--- config.mk ---
export PLATFORM = sky130hd
export DESIGN_NAME = tocf_option_ctrl
export DESIGN_NICKNAME = d
export VERILOG_FILES = /design/src/design/tocf_pkg.sv /design/src/design/tocf_lin_interp.sv /design/src/design/tocf_hour_meter.sv /design/src/design/tocf_option_ctrl.sv
export SDC_FILE = /design/constraint.sdc
export NUM_CORES = 2
export LEC_CHECK = 0
export BUFFER_PORTS_ARGS = -buffer_cell sky130_fd_sc_hd__buf_4
export CORE_MARGIN = 1
export CORE_UTILIZATION = 55
export DETAILED_ROUTE_END_ITERATION = 10
export GPL_ROUTABILITY_DRIVEN = 0
export PLACE_DENSITY = 0.74
export SYNTH_ARGS = -nofsm -noshare
export SYNTH_HDL_FRONTEND = slang
export SYNTH_SLANG_ARGS = --single-unit
--- constraint.sdc ---
create_clock -name core_clk_in -period 23.2 [get_ports core_clk_in]
set_input_delay 3.48 -clock core_clk_in [delete_from_list [all_inputs] [get_ports core_clk_in]]
set_output_delay 3.48 -clock core_clk_in [all_outputs]
set_load 0.01 [all_outputs]
--- src/design/tocf_pkg.sv ---
// Purpose: constants, register map and option codes for the option controller
// Assumes: 50 MHz core clock, synchronous active-low reset
// Notes: register offsets are byte addresses of 32-bit words
package tocf_pkg;
  localparam int CLK_PERIOD_NS = 20;
  localparam int TICK_TIME_NS = 1000000;
  localparam int MS_PER_HOUR = 3600000;
  localparam int HOUR_MS_W = 22;
  localparam logic [7:0] MOVE_TIMEOUT_MS = 8'h64;
  localparam logic [7:0] BATT_LOW_PCT = 8'h0A;
  localparam logic [4:0] DIV_STEPS = 5'h10;

  localparam logic [7:0] ADDR_CFG = 8'h00;
  localparam logic [7:0] ADDR_COMMIT = 8'h04;
  localparam logic [7:0] ADDR_BRK = 8'h08;
  localparam logic [7:0] ADDR_LIMITS = 8'h0C;
  localparam logic [7:0] ADDR_THR = 8'h10;
  localparam logic [7:0] ADDR_TIMES = 8'h14;
  localparam logic [7:0] ADDR_VACC = 8'h18;
  localparam logic [7:0] ADDR_CAL = 8'h1C;
  localparam logic [7:0] ADDR_STATUS = 8'h20;
  localparam logic [7:0] ADDR_HOURS = 8'h24;

  localparam int CFG_W = 17;
  localparam int CFG_SEAT = 0;
  localparam int CFG_IN1_LSB = 1;
  localparam int CFG_IN2 = 3;
  localparam int CFG_IN3 = 4;
  localparam int CFG_IN4_LSB = 5;
  localparam int CFG_HOUR = 7;
  localparam int CFG_BATT = 8;
  localparam int CFG_STKEY = 9;
  localparam int CFG_RAMP = 10;
  localparam int CFG_AUX_LSB = 11;
  localparam int CFG_PEDAL_LSB = 13;
  localparam int CFG_QI_LSB = 15;
  localparam int LO_LSB = 0;
  localparam int HI_LSB = 8;
  localparam int TOP_LSB = 16;
  localparam int CAL_LOW_BIT = 0;
  localparam int CAL_HIGH_BIT = 1;

  localparam logic [15:0] VACC_RST = 16'hFF00;
  localparam logic [15:0] LIMITS_RST = 16'hFFFF;
  localparam logic [7:0] FULL_SCALE = 8'hFF;

  typedef enum logic [1:0] {IN1_THERMAL = 2'b00, IN1_CUTBACK = 2'b01,
    IN1_HANDBRAKE = 2'b10} tocf_in1_sel_t;
  typedef enum logic [1:0] {IN4_BELLY = 2'b00, IN4_SERVICE_BRAKE = 2'b01,
    IN4_EXCL_STEER = 2'b10} tocf_in4_sel_t;
  typedef enum logic [1:0] {AUX_BRAKE = 2'b00, AUX_STEER_CONTACTOR = 2'b01,
    AUX_EXCL_STEER = 2'b10, AUX_FREE = 2'b11} tocf_aux_mode_t;
  typedef enum logic [1:0] {PEDAL_NONE = 2'b00, PEDAL_DIGITAL = 2'b01,
    PEDAL_ANALOG = 2'b10} tocf_pedal_mode_t;
  typedef enum logic [1:0] {QI_NONE = 2'b00, QI_TIMED = 2'b01,
    QI_UNTIMED = 2'b10} tocf_qi_mode_t;
  typedef enum logic [1:0] {RAMP_IDLE = 2'b00, RAMP_TIMING = 2'b01,
    RAMP_DONE = 2'b10} tocf_ramp_state_t;
endpackage : tocf_pkg

--- src/design/tocf_lin_interp.sv ---
// Purpose: y = y0 + (y1 - y0) * num / den by a sequential divider
// Assumes: operands held steady; result refreshes every few cycles
// Notes: num above den is clamped, den of zero yields y1
`timescale 1ns/1ps
module tocf_lin_interp import tocf_pkg::*; (
  input wire logic core_clk_in,
  input wire logic resetn_in,
  input wire logic ce_in,
  input wire logic [7:0] y0_in,
  input wire logic [7:0] y1_in,
  input wire logic [7:0] num_in,
  input wire logic [7:0] den_in,
  output logic [7:0] y_out
);
  typedef struct packed {
    logic busy;
    logic [4:0] cnt;
    logic [15:0] quo;
    logic [8:0] rem;
    logic [7:0] den;
    logic [7:0] base;
    logic neg;
    logic [7:0] y;
  } tocf_interp_state_t;

  tocf_interp_state_t r, n;

  always_comb begin
    logic [7:0] diff;
    logic [7:0] num_c;
    logic [8:0] rem_sh;
    logic [15:0] quo_sh;
    diff = '0;
    num_c = '0;
    rem_sh = '0;
    quo_sh = '0;
    n = r;
    if (!r.busy) begin
      num_c = (num_in > den_in) ? den_in : num_in;
      n.neg = y1_in < y0_in;
      diff = n.neg ? 8'(y0_in - y1_in) : 8'(y1_in - y0_in);
      n.base = y0_in;
      n.den = den_in;
      n.quo = diff * num_c;
      n.rem = '0;
      n.cnt = DIV_STEPS;
      if (den_in == '0) begin
        n.y = y1_in;
      end else begin
        n.busy = 1'b1;
      end
    end else begin
      rem_sh = {r.rem[7:0], r.quo[15]};
      quo_sh = {r.quo[14:0], 1'b0};
      if (rem_sh >= {1'b0, r.den}) begin
        rem_sh = 9'(rem_sh - {1'b0, r.den});
        quo_sh[0] = 1'b1;
      end
      n.rem = rem_sh;
      n.quo = quo_sh;
      n.cnt = 5'(r.cnt - 5'h01);
      if (r.cnt == 5'h01) begin
        n.busy = 1'b0;
        n.y = r.neg ? 8'(r.base - quo_sh[7:0]) : 8'(r.base + quo_sh[7:0]);
      end
    end
  end

  always_ff @(posedge core_clk_in) begin
    if (!resetn_in) begin
      r <= '0;
    end else if (ce_in) begin
      r <= n;
    end
  end

  assign y_out = r.y;
endmodule : tocf_lin_interp

--- src/design/tocf_hour_meter.sv ---
// Purpose: hour counter advanced by millisecond ticks while enabled
// Assumes: tick_in is a one-cycle pulse per millisecond
// Notes: wraps silently after the top hour value
`timescale 1ns/1ps
module tocf_hour_meter import tocf_pkg::*; #(
  parameter int TICKS_PER_HOUR = MS_PER_HOUR
) (
  input wire logic core_clk_in,
  input wire logic resetn_in,
  input wire logic ce_in,
  input wire logic tick_in,
  input wire logic run_in,
  output logic [15:0] hours_out
);
  typedef struct packed {
    logic [HOUR_MS_W-1:0] ms;
    logic [15:0] hours;
  } tocf_hour_state_t;

  tocf_hour_state_t r, n;

  always_comb begin
    n = r;
    if (tick_in && run_in) begin
      if (r.ms == HOUR_MS_W'(TICKS_PER_HOUR - 1)) begin
        n.ms = '0;
        n.hours = 16'(r.hours + 16'h0001);
      end else begin
        n.ms = HOUR_MS_W'(r.ms + 1'b1);
      end
    end
  end

  always_ff @(posedge core_clk_in) begin
    if (!resetn_in) begin
      r <= '0;
    end else if (ce_in) begin
      r <= n;
    end
  end

  assign hours_out = r.hours;
endmodule : tocf_hour_meter

--- src/design/tocf_option_ctrl.sv ---
// Purpose: option selection, input remap, coil control, braking and throttle maps
// Assumes: all pins synchronous to core_clk_in; analog values pre-digitised
// Notes: register port answers reads one cycle later; options apply on commit
`timescale 1ns/1ps
module tocf_option_ctrl import tocf_pkg::*; #(
  parameter int TICK_CYCLES = TICK_TIME_NS / CLK_PERIOD_NS,
  parameter int TICKS_PER_HOUR = MS_PER_HOUR
) (
  input wire logic core_clk_in,
  input wire logic resetn_in,
  input wire logic ce_in,
  input wire logic [7:0] addr_in,
  input wire logic [31:0] wdata_in,
  input wire logic wr_in,
  input wire logic rd_in,
  output logic [31:0] rdata_out,
  input wire logic key_in,
  input wire logic fwd_in,
  input wire logic bwd_in,
  input wire logic presence_in,
  input wire logic cfg_in1_in,
  input wire logic cfg_in2_in,
  input wire logic cfg_in3_in,
  input wire logic cfg_in4_in,
  input wire logic enc_a_in,
  input wire logic enc_b_in,
  input wire logic [7:0] accel_pot_in,
  input wire logic [7:0] brake_pot_in,
  input wire logic [7:0] motor_temp_in,
  input wire logic [7:0] batt_level_in,
  output logic tiller_req_out,
  output logic seat_occ_out,
  output logic thermal_sel_out,
  output logic speed_cutback_one_out,
  output logic speed_cutback_two_out,
  output logic speed_cutback_three_out,
  output logic handbrake_out,
  output logic inch_fwd_out,
  output logic inch_bwd_out,
  output logic service_brake_out,
  output logic excl_steer_req_out,
  output logic aux_coil_out,
  output logic steer_contactor_out,
  output logic ramp_hold_out,
  output logic bridge_release_out,
  output logic batt_alarm_out,
  output logic [7:0] current_limit_out,
  output logic temp_warn_out,
  output logic qi_active_out,
  output logic brake_active_out,
  output logic [7:0] brake_level_out,
  output logic [7:0] throttle_out
);
  typedef struct packed {
    logic [CFG_W-1:0] cfg_shadow;
    logic [CFG_W-1:0] cfg;
    logic [15:0] brk_par;
    logic [15:0] limits;
    logic [23:0] thr_par;
    logic [31:0] times;
    logic [15:0] vacc;
    logic [7:0] brk_min;
    logic [7:0] brk_max;
    logic cal_refused;
    logic [31:0] rdata;
    logic enc_a;
    logic enc_b;
    logic moving;
    logic [7:0] move_ms;
    logic [15:0] tick_cnt;
    logic tick;
    tocf_ramp_state_t ramp_st;
    logic [15:0] ramp_ms;
    logic qi_active;
    logic [15:0] qi_ms;
    logic belly_prev;
    logic batt_alarm;
    logic temp_warn;
    logic [7:0] cur_limit;
    logic aux_coil;
    logic steer_cont;
    logic ramp_hold;
    logic bridge_release;
    logic brake_active;
    logic [7:0] brake_level;
    logic [7:0] throttle;
    logic [10:0] remap;
  } tocf_ctrl_state_t;

  tocf_ctrl_state_t r, n;
  tocf_in1_sel_t in1_sel;
  tocf_in4_sel_t in4_sel;
  tocf_aux_mode_t aux_mode;
  tocf_pedal_mode_t pedal_mode;
  tocf_qi_mode_t qi_mode;
  logic [7:0] thr_y0, thr_y1, thr_num, thr_den, thr_y;
  logic [7:0] brk_num, brk_den, brk_y;
  logic thr_zero;
  logic [15:0] hours;
  logic hour_run;

  assign in1_sel = tocf_in1_sel_t'(r.cfg[CFG_IN1_LSB +: 2]);
  assign in4_sel = tocf_in4_sel_t'(r.cfg[CFG_IN4_LSB +: 2]);
  assign aux_mode = tocf_aux_mode_t'(r.cfg[CFG_AUX_LSB +: 2]);
  assign pedal_mode = tocf_pedal_mode_t'(r.cfg[CFG_PEDAL_LSB +: 2]);
  assign qi_mode = tocf_qi_mode_t'(r.cfg[CFG_QI_LSB +: 2]);

  // accelerator curve: deadband above the low point, one breakpoint
  always_comb begin
    logic [7:0] vmin, vmax, dz, xp, yp, lo, acc;
    logic [8:0] lo9;
    vmin = r.vacc[LO_LSB +: 8];
    vmax = r.vacc[HI_LSB +: 8];
    dz = r.thr_par[LO_LSB +: 8];
    xp = r.thr_par[HI_LSB +: 8];
    yp = r.thr_par[TOP_LSB +: 8];
    lo9 = {1'b0, vmin} + {1'b0, dz};
    lo = lo9[8] ? FULL_SCALE : lo9[7:0];
    acc = (accel_pot_in > vmax) ? vmax : accel_pot_in;
    thr_zero = acc <= lo;
    if (acc < xp) begin
      thr_y0 = '0;
      thr_y1 = yp;
      thr_num = 8'(acc - lo);
      thr_den = 8'(xp - lo);
    end else begin
      thr_y0 = yp;
      thr_y1 = FULL_SCALE;
      thr_num = 8'(acc - xp);
      thr_den = 8'(vmax - xp);
    end
  end

  // brake pot position within the calibrated span
  always_comb begin
    logic [7:0] pot;
    pot = brake_pot_in;
    if (pot < r.brk_min) begin
      pot = r.brk_min;
    end
    if (pot > r.brk_max) begin
      pot = r.brk_max;
    end
    brk_num = 8'(pot - r.brk_min);
    brk_den = (r.brk_max > r.brk_min) ? 8'(r.brk_max - r.brk_min) : '0;
  end

  tocf_lin_interp u_thr_interp (
    .core_clk_in(core_clk_in),
    .resetn_in(resetn_in),
    .ce_in(ce_in),
    .y0_in(thr_y0),
    .y1_in(thr_y1),
    .num_in(thr_num),
    .den_in(thr_den),
    .y_out(thr_y)
  );

  tocf_lin_interp u_brk_interp (
    .core_clk_in(core_clk_in),
    .resetn_in(resetn_in),
    .ce_in(ce_in),
    .y0_in(r.brk_par[LO_LSB +: 8]),
    .y1_in(r.brk_par[HI_LSB +: 8]),
    .num_in(brk_num),
    .den_in(brk_den),
    .y_out(brk_y)
  );

  tocf_hour_meter #(.TICKS_PER_HOUR(TICKS_PER_HOUR)) u_hours (
    .core_clk_in(core_clk_in),
    .resetn_in(resetn_in),
    .ce_in(ce_in),
    .tick_in(r.tick),
    .run_in(hour_run),
    .hours_out(hours)
  );

  // hours follow the key alone, or the key while travelling
  assign hour_run = key_in && (r.cfg[CFG_HOUR] || fwd_in || bwd_in || r.moving);

  always_comb begin
    logic dir_req, svc_sw, excl_sw, belly_sw, brake_press, count_while_switched_on_steer;
    dir_req = fwd_in || bwd_in;
    svc_sw = (in4_sel == IN4_SERVICE_BRAKE) && cfg_in4_in;
    excl_sw = (in4_sel == IN4_EXCL_STEER) && cfg_in4_in;
    belly_sw = (in4_sel == IN4_BELLY) && cfg_in4_in;
    brake_press = svc_sw || (pedal_mode == PEDAL_ANALOG && brake_pot_in > r.brk_min);
    count_while_switched_on_steer = r.cfg[CFG_STKEY] && key_in;
    n = r;
    n.rdata = '0;

    // input remapping
    n.remap[0] = presence_in && !r.cfg[CFG_SEAT];
    n.remap[1] = presence_in && r.cfg[CFG_SEAT];
    n.remap[2] = in1_sel == IN1_THERMAL;
    n.remap[3] = (in1_sel == IN1_CUTBACK) && cfg_in1_in;
    n.remap[4] = (in1_sel == IN1_HANDBRAKE) && cfg_in1_in;
    n.remap[5] = !r.cfg[CFG_IN2] && cfg_in2_in;
    n.remap[6] = r.cfg[CFG_IN2] && cfg_in2_in;
    n.remap[7] = !r.cfg[CFG_IN3] && cfg_in3_in;
    n.remap[8] = r.cfg[CFG_IN3] && cfg_in3_in;
    n.remap[9] = svc_sw;
    n.remap[10] = excl_sw;

    // millisecond tick
    n.tick = 1'b0;
    if (r.tick_cnt == 16'(TICK_CYCLES - 1)) begin
      n.tick_cnt = '0;
      n.tick = 1'b1;
    end else begin
      n.tick_cnt = 16'(r.tick_cnt + 16'h0001);
    end

    // movement from either encoder phase changing
    n.enc_a = enc_a_in;
    n.enc_b = enc_b_in;
    if ((enc_a_in != r.enc_a) || (enc_b_in != r.enc_b)) begin
      n.moving = 1'b1;
      n.move_ms = '0;
    end else if (r.tick && r.moving) begin
      if (r.move_ms == 8'(MOVE_TIMEOUT_MS - 8'h01)) begin
        n.moving = 1'b0;
      end else begin
        n.move_ms = 8'(r.move_ms + 8'h01);
      end
    end

    // battery and temperature
    n.batt_alarm = r.cfg[CFG_BATT] && (batt_level_in <= BATT_LOW_PCT);
    n.cur_limit = n.batt_alarm ? {1'b0, r.limits[LO_LSB + 1 +: 7]}
                               : r.limits[LO_LSB +: 8];
    n.temp_warn = (in1_sel == IN1_THERMAL) &&
                  (motor_temp_in > r.limits[HI_LSB +: 8]);

    // roll-away timing after travel requests stop
    unique case (r.ramp_st)
      RAMP_IDLE: begin
        if (!dir_req && thr_zero && r.moving) begin
          n.ramp_st = RAMP_TIMING;
          n.ramp_ms = '0;
        end
      end
      RAMP_TIMING: begin
        if (dir_req || !thr_zero) begin
          n.ramp_st = RAMP_IDLE;
        end else if (r.tick) begin
          if (r.ramp_ms >= r.times[LO_LSB +: 16]) begin
            n.ramp_st = RAMP_DONE;
          end else begin
            n.ramp_ms = 16'(r.ramp_ms + 16'h0001);
          end
        end
      end
      RAMP_DONE: begin
        if (dir_req || !thr_zero) begin
          n.ramp_st = RAMP_IDLE;
        end
      end
      default: n.ramp_st = RAMP_IDLE;
    endcase
    n.ramp_hold = r.cfg[CFG_RAMP] && (r.ramp_st == RAMP_TIMING);
    n.bridge_release = (aux_mode == AUX_BRAKE) && (r.ramp_st == RAMP_DONE);

    // auxiliary coil and steering contactor
    n.aux_coil = 1'b0;
    n.steer_cont = 1'b0;
    unique case (aux_mode)
      AUX_BRAKE: begin
        n.aux_coil = key_in && (dir_req || !thr_zero ||
                     r.ramp_st == RAMP_TIMING);
      end
      AUX_STEER_CONTACTOR: begin
        n.steer_cont = key_in && (dir_req || brake_press || r.moving ||
                       count_while_switched_on_steer);
      end
      AUX_EXCL_STEER: begin
        n.aux_coil = key_in && (excl_sw || count_while_switched_on_steer);
      end
      AUX_FREE: begin
        n.aux_coil = 1'b0;
      end
    endcase

    // pedal braking
    n.brake_active = 1'b0;
    n.brake_level = '0;
    unique case (pedal_mode)
      PEDAL_ANALOG: begin
        n.brake_active = thr_zero && ((in4_sel == IN4_SERVICE_BRAKE) ? svc_sw
                         : brake_pot_in > r.brk_min);
        n.brake_level = n.brake_active ? brk_y : '0;
      end
      PEDAL_DIGITAL: begin
        n.brake_active = thr_zero && svc_sw;
        n.brake_level = n.brake_active ? r.brk_par[HI_LSB +: 8] : '0;
      end
      PEDAL_NONE: begin
        n.brake_active = 1'b0;
      end
      default: n.brake_active = 1'b0;
    endcase
    n.throttle = thr_zero ? '0 : thr_y;

    // quick inversion
    n.belly_prev = belly_sw;
    unique case (qi_mode)
      QI_TIMED: begin
        if (belly_sw && !r.belly_prev) begin
          n.qi_active = 1'b1;
          n.qi_ms = '0;
        end else if (r.qi_active && r.tick) begin
          if (r.qi_ms >= r.times[TOP_LSB +: 16]) begin
            n.qi_active = 1'b0;
          end else begin
            n.qi_ms = 16'(r.qi_ms + 16'h0001);
          end
        end
      end
      QI_UNTIMED: n.qi_active = belly_sw;
      QI_NONE: n.qi_active = 1'b0;
      default: n.qi_active = 1'b0;
    endcase

    // register port
    if (wr_in) begin
      unique case (addr_in)
        ADDR_CFG: n.cfg_shadow = wdata_in[CFG_W-1:0];
        ADDR_COMMIT: n.cfg = r.cfg_shadow;
        ADDR_BRK: n.brk_par = wdata_in[15:0];
        ADDR_LIMITS: n.limits = wdata_in[15:0];
        ADDR_THR: n.thr_par = wdata_in[23:0];
        ADDR_TIMES: n.times = wdata_in;
        ADDR_VACC: n.vacc = wdata_in[15:0];
        ADDR_CAL: begin
          n.cal_refused = pedal_mode != PEDAL_ANALOG;
          if (pedal_mode == PEDAL_ANALOG) begin
            if (wdata_in[CAL_LOW_BIT]) begin
              if (in4_sel != IN4_SERVICE_BRAKE || svc_sw) begin
                n.brk_min = brake_pot_in;
              end else begin
                n.cal_refused = 1'b1;
              end
            end
            if (wdata_in[CAL_HIGH_BIT]) begin
              n.brk_max = brake_pot_in;
            end
          end
        end
        default: n.rdata = '0;
      endcase
    end
    if (rd_in) begin
      unique case (addr_in)
        ADDR_CFG: n.rdata = 32'(r.cfg_shadow);
        ADDR_COMMIT: n.rdata = 32'(r.cfg);
        ADDR_BRK: n.rdata = 32'(r.brk_par);
        ADDR_LIMITS: n.rdata = 32'(r.limits);
        ADDR_THR: n.rdata = 32'(r.thr_par);
        ADDR_TIMES: n.rdata = r.times;
        ADDR_VACC: n.rdata = 32'(r.vacc);
        ADDR_CAL: n.rdata = 32'({r.brk_max, r.brk_min});
        ADDR_STATUS: n.rdata = {8'h00, r.brake_level, batt_level_in,
                                1'b0, r.qi_active, r.ramp_st, r.cal_refused,
                                r.moving, r.temp_warn, r.batt_alarm};
        ADDR_HOURS: n.rdata = 32'(hours);
        default: n.rdata = '0;
      endcase
    end
  end

  always_ff @(posedge core_clk_in) begin
    if (!resetn_in) begin
      r <= '0;
      r.vacc <= VACC_RST;
      r.limits <= LIMITS_RST;
    end else if (ce_in) begin
      r <= n;
    end
  end

  assign rdata_out = r.rdata;
  assign tiller_req_out = r.remap[0];
  assign seat_occ_out = r.remap[1];
  assign thermal_sel_out = r.remap[2];
  assign speed_cutback_one_out = r.remap[3];
  assign handbrake_out = r.remap[4];
  assign speed_cutback_two_out = r.remap[5];
  assign inch_fwd_out = r.remap[6];
  assign speed_cutback_three_out = r.remap[7];
  assign inch_bwd_out = r.remap[8];
  assign service_brake_out = r.remap[9];
  assign excl_steer_req_out = r.remap[10];
  assign aux_coil_out = r.aux_coil;
  assign steer_contactor_out = r.steer_cont;
  assign ramp_hold_out = r.ramp_hold;
  assign bridge_release_out = r.bridge_release;
  assign batt_alarm_out = r.batt_alarm;
  assign current_limit_out = r.cur_limit;
  assign temp_warn_out = r.temp_warn;
  assign qi_active_out = r.qi_active;
  assign brake_active_out = r.brake_active;
  assign brake_level_out = r.brake_level;
  assign throttle_out = r.throttle;
endmodule : tocf_option_ctrl

**Yosys cells after proc, flatten, opt, wreduce, memory -nomap -nowiden**

Cells that the tools add are included.

- Logic and storage cells: 294
- Flip-flop bits (word level): 441
- Input port bits: 87
- Output and inout bits: 75

- Magnitude comparators: 17
- Multiply operators: 2
- Muxes and demuxes: 71
- Reductions and logical operators: 83
- Add/sub/neg operators: 25
- Equal/unequal tests: 43
- Bitwise operators: 2

Operators by type and width:

| operator | number |
|---|---|
| case mux 32 bit (10 select lines) | 1 |
| 2-to-1 mux 8 bit | 29 |
| subtractor 8 bit | 12 |
| adder 16 x 1 -> 16 bit, second input constant | 4 |
| 2-to-1 mux 16 bit | 4 |
| 2-to-1 mux 31 bit | 2 |
| greater-than comparator 8 bit | 7 |
| 2-to-1 mux 17 bit | 3 |
| AND reduction 3 bit | 14 |
| 2-to-1 mux 18 bit | 2 |
| 2-to-1 mux 9 bit | 4 |
| == test 8 x 5 -> 1 bit, second input constant | 4 |
| >= comparator 16 bit | 2 |
| < comparator 8 bit | 4 |
| multiplier 8 x 8 -> 16 bit | 2 |
| 2-to-1 mux 32 bit | 1 |
| case mux 16 bit (2 select lines) | 1 |
| logical AND 1 bit | 29 |
| zero test 8 bit | 3 |
| adder 22 x 1 -> 22 bit, second input constant | 1 |
| == test 22 bit, second input constant | 1 |
| 2-to-1 mux 22 bit | 1 |
| != test 2 bit, second input constant | 10 |
| >= comparator 9 x 8 -> 1 bit | 2 |
| 32 further kinds | 100 |

**Longest topological paths before layout**

- Word-level depth: 9
- Mapped depth: 52
- Mapped depth without buffers: 51

**By module**

Synthesis repeated with hierarchy kept, for this count alone.

- Cell total of the unflattened synthesis: 3,906
- Area, all modules: 31,711.7 µm²

Modules (own cells, without submodules):

| module | area an instance (µm²) | seq. area each (µm²) | cells an instance | times used |
|---|---|---|---|---|
| tocf_option_ctrl | 17,619.4 | 5,865.6 | 2,168 | 1 |
| tocf_lin_interp at u_thr_interp | 6,067.1 | 1,101.1 | 758 | 1 |
| tocf_lin_interp at u_brk_interp | 5,955.7 | 1,101.1 | 737 | 1 |
| tocf_hour_meter | 2,069.5 | 760.7 | 243 | 1 |

**Worst setup path before layout**

OpenSTA, ideal clock, no wires.

- Path type: input -> register
- From: input port brake_pot_in[1]
- To: register u_brk_interp.r[49] (netlist bit)
- Required time: 23,140 ps
- Setup time: 60 ps
- Arrival time: 12,980 ps
- Path buffers: 2
- Setup slack: 10,161 ps
- Stages: 47
- Cells stage by stage: ha_1 -> nor2b_1 -> o21a_1 -> o21a_1 -> o21bai_1 -> nand2_1 -> clkbuf_1 -> nand2_1 -> o21ai_0 -> ha_1 -> o21a_1 -> o21a_1 -> o21ai_0 -> nand3b_1 -> nand2_1 -> mux2_2 -> ha_1 -> nor2b_1 -> (+11 left out) -> mux2i_1 -> or2_2 -> fa_1 -> fa_1 -> inv_1 -> fa_1 -> inv_1 -> fa_1 -> inv_1 -> ha_1 -> inv_1 -> a21oi_1 -> o21ai_0 -> a21oi_1 -> a211oi_1 -> o21bai_1 -> a2111oi_0 -> a221o_1

- Word-level cells in the longest chain between the ends: 9

RTL lines:

| what | line | text |
|---|---|---|
| start: declaration | tocf_option_ctrl.sv:28 | `input wire logic [7:0] brake_pot_in,` |
| < comparator 8 bit | tocf_option_ctrl.sv:138 | `if (pot < r.brk_min) begin` |
| 2-to-1 mux 8 bit * | tocf_option_ctrl.sv:138 |  |
| greater-than comparator 8 bit | tocf_option_ctrl.sv:141 | `if (pot > r.brk_max) begin` |
| 2-to-1 mux 8 bit * | tocf_option_ctrl.sv:141 |  |
| subtractor 8 bit * | tocf_option_ctrl.sv:144 | `brk_num = 8'(pot - r.brk_min);` |
| greater-than comparator 8 bit | tocf_lin_interp.sv:39 | `num_c = (num_in > den_in) ? den_in : num_in;` |
| 2-to-1 mux 8 bit * | tocf_lin_interp.sv:39 |  |
| multiplier 8 x 8 -> 16 bit * | tocf_lin_interp.sv:44 | `n.quo = diff * num_c;` |
| 2-to-1 mux 31 bit * | tocf_lin_interp.sv:38 | `if (!r.busy) begin` |
| end signal: assignment | tocf_lin_interp.sv:73 | `r <= n;` |
| end: declaration | tocf_lin_interp.sv:26 | `tocf_interp_state_t r, n;` |

Mark *: on every way between the ends. The rest lies on a longest branch, timed or not.
A chain may end at the register's enable or synchronous reset.

**Worst setup path in the final report**

Same ends and word-level chain as after synthesis.

==> results.toml <==
[worst_setup_path]
arrival_ns = 14.20
cp_top_family = "compound AO/OA/AOI/OAI gates"
critPathBufInv = 6
ff2ff_setup_slack_ns = 11.74
path_class = "in -> reg"
worstSetupStartpointType = "input port"
cp_slowest_stage_delay_ns = 0.57
critPathCaptureType = "register"
cp.required_ns = 23.75
critPathSlowestCell = "fa_1"
path_max_fanout = 15

[logic_synthesis]
synth.distinct_cells = 86
avgSynthCellArea_um2 = 8.01
yosys.area.top_type_share = 0.292
synth-simple-area-share = 0.192
ys_top_cells_by_area = "dfxtp_1 (29%), ha_1 (12%), nand2_1 (6.9%)"
synthCells = 3779
synthMuxAreaShare = 0.0364
syn_area_um2 = 30300
synth_fa_ha_area_frac = 0.176
synth_edf_count = 0
synth_ff_type = "dfxtp_1"
ys_seq_area_frac = 0.292
synth_compound_area_frac = 0.180
synth_top_family_by_area = "simple AND/OR/NAND/NOR gates"
synthXorXnorAreaFrac = 0.0499
ys_warn_count = 0
ys_ff_latch = 441
async_flop_share = 0
syn_nets = 4241
synth_area_leader_cell = "dfxtp_1"

[cells_and_area]
drive_above_1_share = 0.0906
final_common_cell = "nand2_1"
syn_to_final_growth_pct = 10.5
fin_cells = 4547
nFillCells = 4787
fin_nets = 4273
final_cell_mix = "nand2_1 (554), dfxtp_1 (441), nor2_1 (373)"

[pwr]
p_leak_nw = 13.8
peakVddDrop_mv = 0.129
power_density_nw_per_um2 = 79.6

[clocking]
cts_max_level = 2
cts_resized = 0
postCtsSetupRepairBufs = 0
path_clk_slew_ns = 0.06
clock_sink_count = 441
ctsRootBufferMaster = "clkbuf_16"
cts_made_buffers = 49
clockBufferDepth = 3
cts_tree = "done"
insertion_delay_ns = 0.63
holdBufCountCts = 0

[status]
outcome = "completed"

[sta]
tightest_slew_ns = 1.28
slew_violations = 0
final.min_clock_period_ns = 13.65
hold_violations = 0
slew_headroom = 0.145
period_share = 0.588
rsz0062_at_grt = "no"
clock_skew_ns = 0.0308
setup_viol = 0
fmax_ghz = 0.0733
finalSetupTns_ns = 0

[place]
dp_cells = 4456
io_buffers = 161
dp_hpwl_um = 66300

[job]
drv_cap = 0

[routing]
antenna_left = 0
avgRoutedWirePerCell_um = 19.5
drt-total-wl_um = 88800
vias = 27200
drt_iter0_markers = 2625
first_pass_iters = 6
drc_errors = 0
vias_per_cell = 5.97

[global_routing]
grt_pass1_wl_um = 141000
grt_util_all_layers = 0.316
grtUsageMet3 = 0.0612
grt_util_met2 = 0.502
antenna_found_initial = 2
gr-total-overflow = 0
top_usage_layer = "met2"
grt_max_degree = 135
grt_pass1_vias = 25800
globalRouteMet1Util = 0.418

[die]
core_um2 = 54100
initial_core_util = 0.559
top_level_ports = 162
die-area_um2 = 56000
die_h_um = 237
fp-row-count = 85
fp.dieW_um = 237

[min_path]
hold_path.class = "reg -> reg"
-- routing by layer --
layer	routed length [um]	part of all wire	vias up
met2	39000	0.44	1091
met4	4150	0.047	2
met3	8160	0.092	219
li1	-	-	13000
met5	11	0.00012	-
met1	37500	0.42	12900
-- cell type report --
| type | instances | area [um^2] | share of cell area |
|---|---|---|---|
| multi-input cells | 2811 | 19200 | 0.575 |
| flip-flops and latches | 441 | 8830 | 0.264 |
| repair buffers | 196 | 1470 | 0.0440 |
| clock buffers | 69 | 1460 | 0.0437 |
| inverters | 312 | 1180 | 0.0353 |
| well taps | 696 | 871 | 0.0260 |
| clock inverters | 21 | 399 | 0.0119 |
| diodes | 1 | 2.50 | 0.0000749 |
-- per-stage QoR --
step / instance area [um^2] / power (mW) / hold slack [ns] / util / setup WS [ns]
floorplan: 30300 / 1.59 / 0.436 / - / 10.16
global placement: 31600 / 1.77 / 0.445 / 0.583 / 9.24
detailed placement: 31600 / 1.79 / 0.450 / 0.583 / 9.11
CTS: 33400 / 2.68 / 0.458 / 0.617 / 9.69
global route: 33400 / 2.86 / 0.477 / 0.618 / 8.55
finish: 33400 / 2.66 / 0.457 / 0.618 / 9.55
-- cell families after synthesis --
| kind of cell | Yosys count |
|---|---|
| AO/OA/AOI/OAI | 847 |
| XOR/XNOR | 171 |
| adder cells (fa/ha/maj) | 375 |
| buffers and inverters | 527 |
| flip-flops | 441 |
| multiplexers | 108 |
| AND/OR/NAND/NOR | 1310 |
-- flip-flops by register name (all words and copies together), names as in the netlist, 16 cells and up --
register	flops
u_hours.hours_out	16
r	208
u_hours.r	22
u_thr_interp.r	47
u_brk_interp.r	47
rdata_out	32
-- worst reg2reg max path, delay by kind of cell (launching register included) --
family	cells	cell delay, ns
AO/OA/AOI/OAI	22	4.14
XOR/XNOR	2	0.44
AND/OR/NAND/NOR	8	1.53
buffers and inverters	6	0.73
multiplexers	1	0.40
flip-flops	1	0.54
adder cells (fa/ha/maj)	9	3.58
-- report_power, final --
group	leakage (nW)	switching, mW	internal [mW]
sequential	3.57	0.0145	0.775
clock	0.903	0.342	0.542
combinational	9.32	0.556	0.432
total	13.8	0.913	1.75
-- final timing paths --
path | from | to | cells after the start
worst max-delay path | brake_pot_in[1] | u_brk_interp.r[49] | 48
worst min-delay path | u_brk_interp.r[24] | u_brk_interp.r[24] | 2
worst max register to register | r[148] | u_brk_interp.r[49] | 48
worst min register to register | u_brk_interp.r[24] | u_brk_interp.r[24] | 2
-- synthesized netlist by cell type (all sizes together) (46+ instances only) --
cell type  instances
mux2i             91
dfxtp            441
xor2              72
nor2             379
nand3             73
a21oi            332
clkbuf           135
ha               290
buf               79
a21o              46
xnor2             98
inv              310
nand2            554
fa                85
o21ai            131
(Power assumes the default switching activity.)
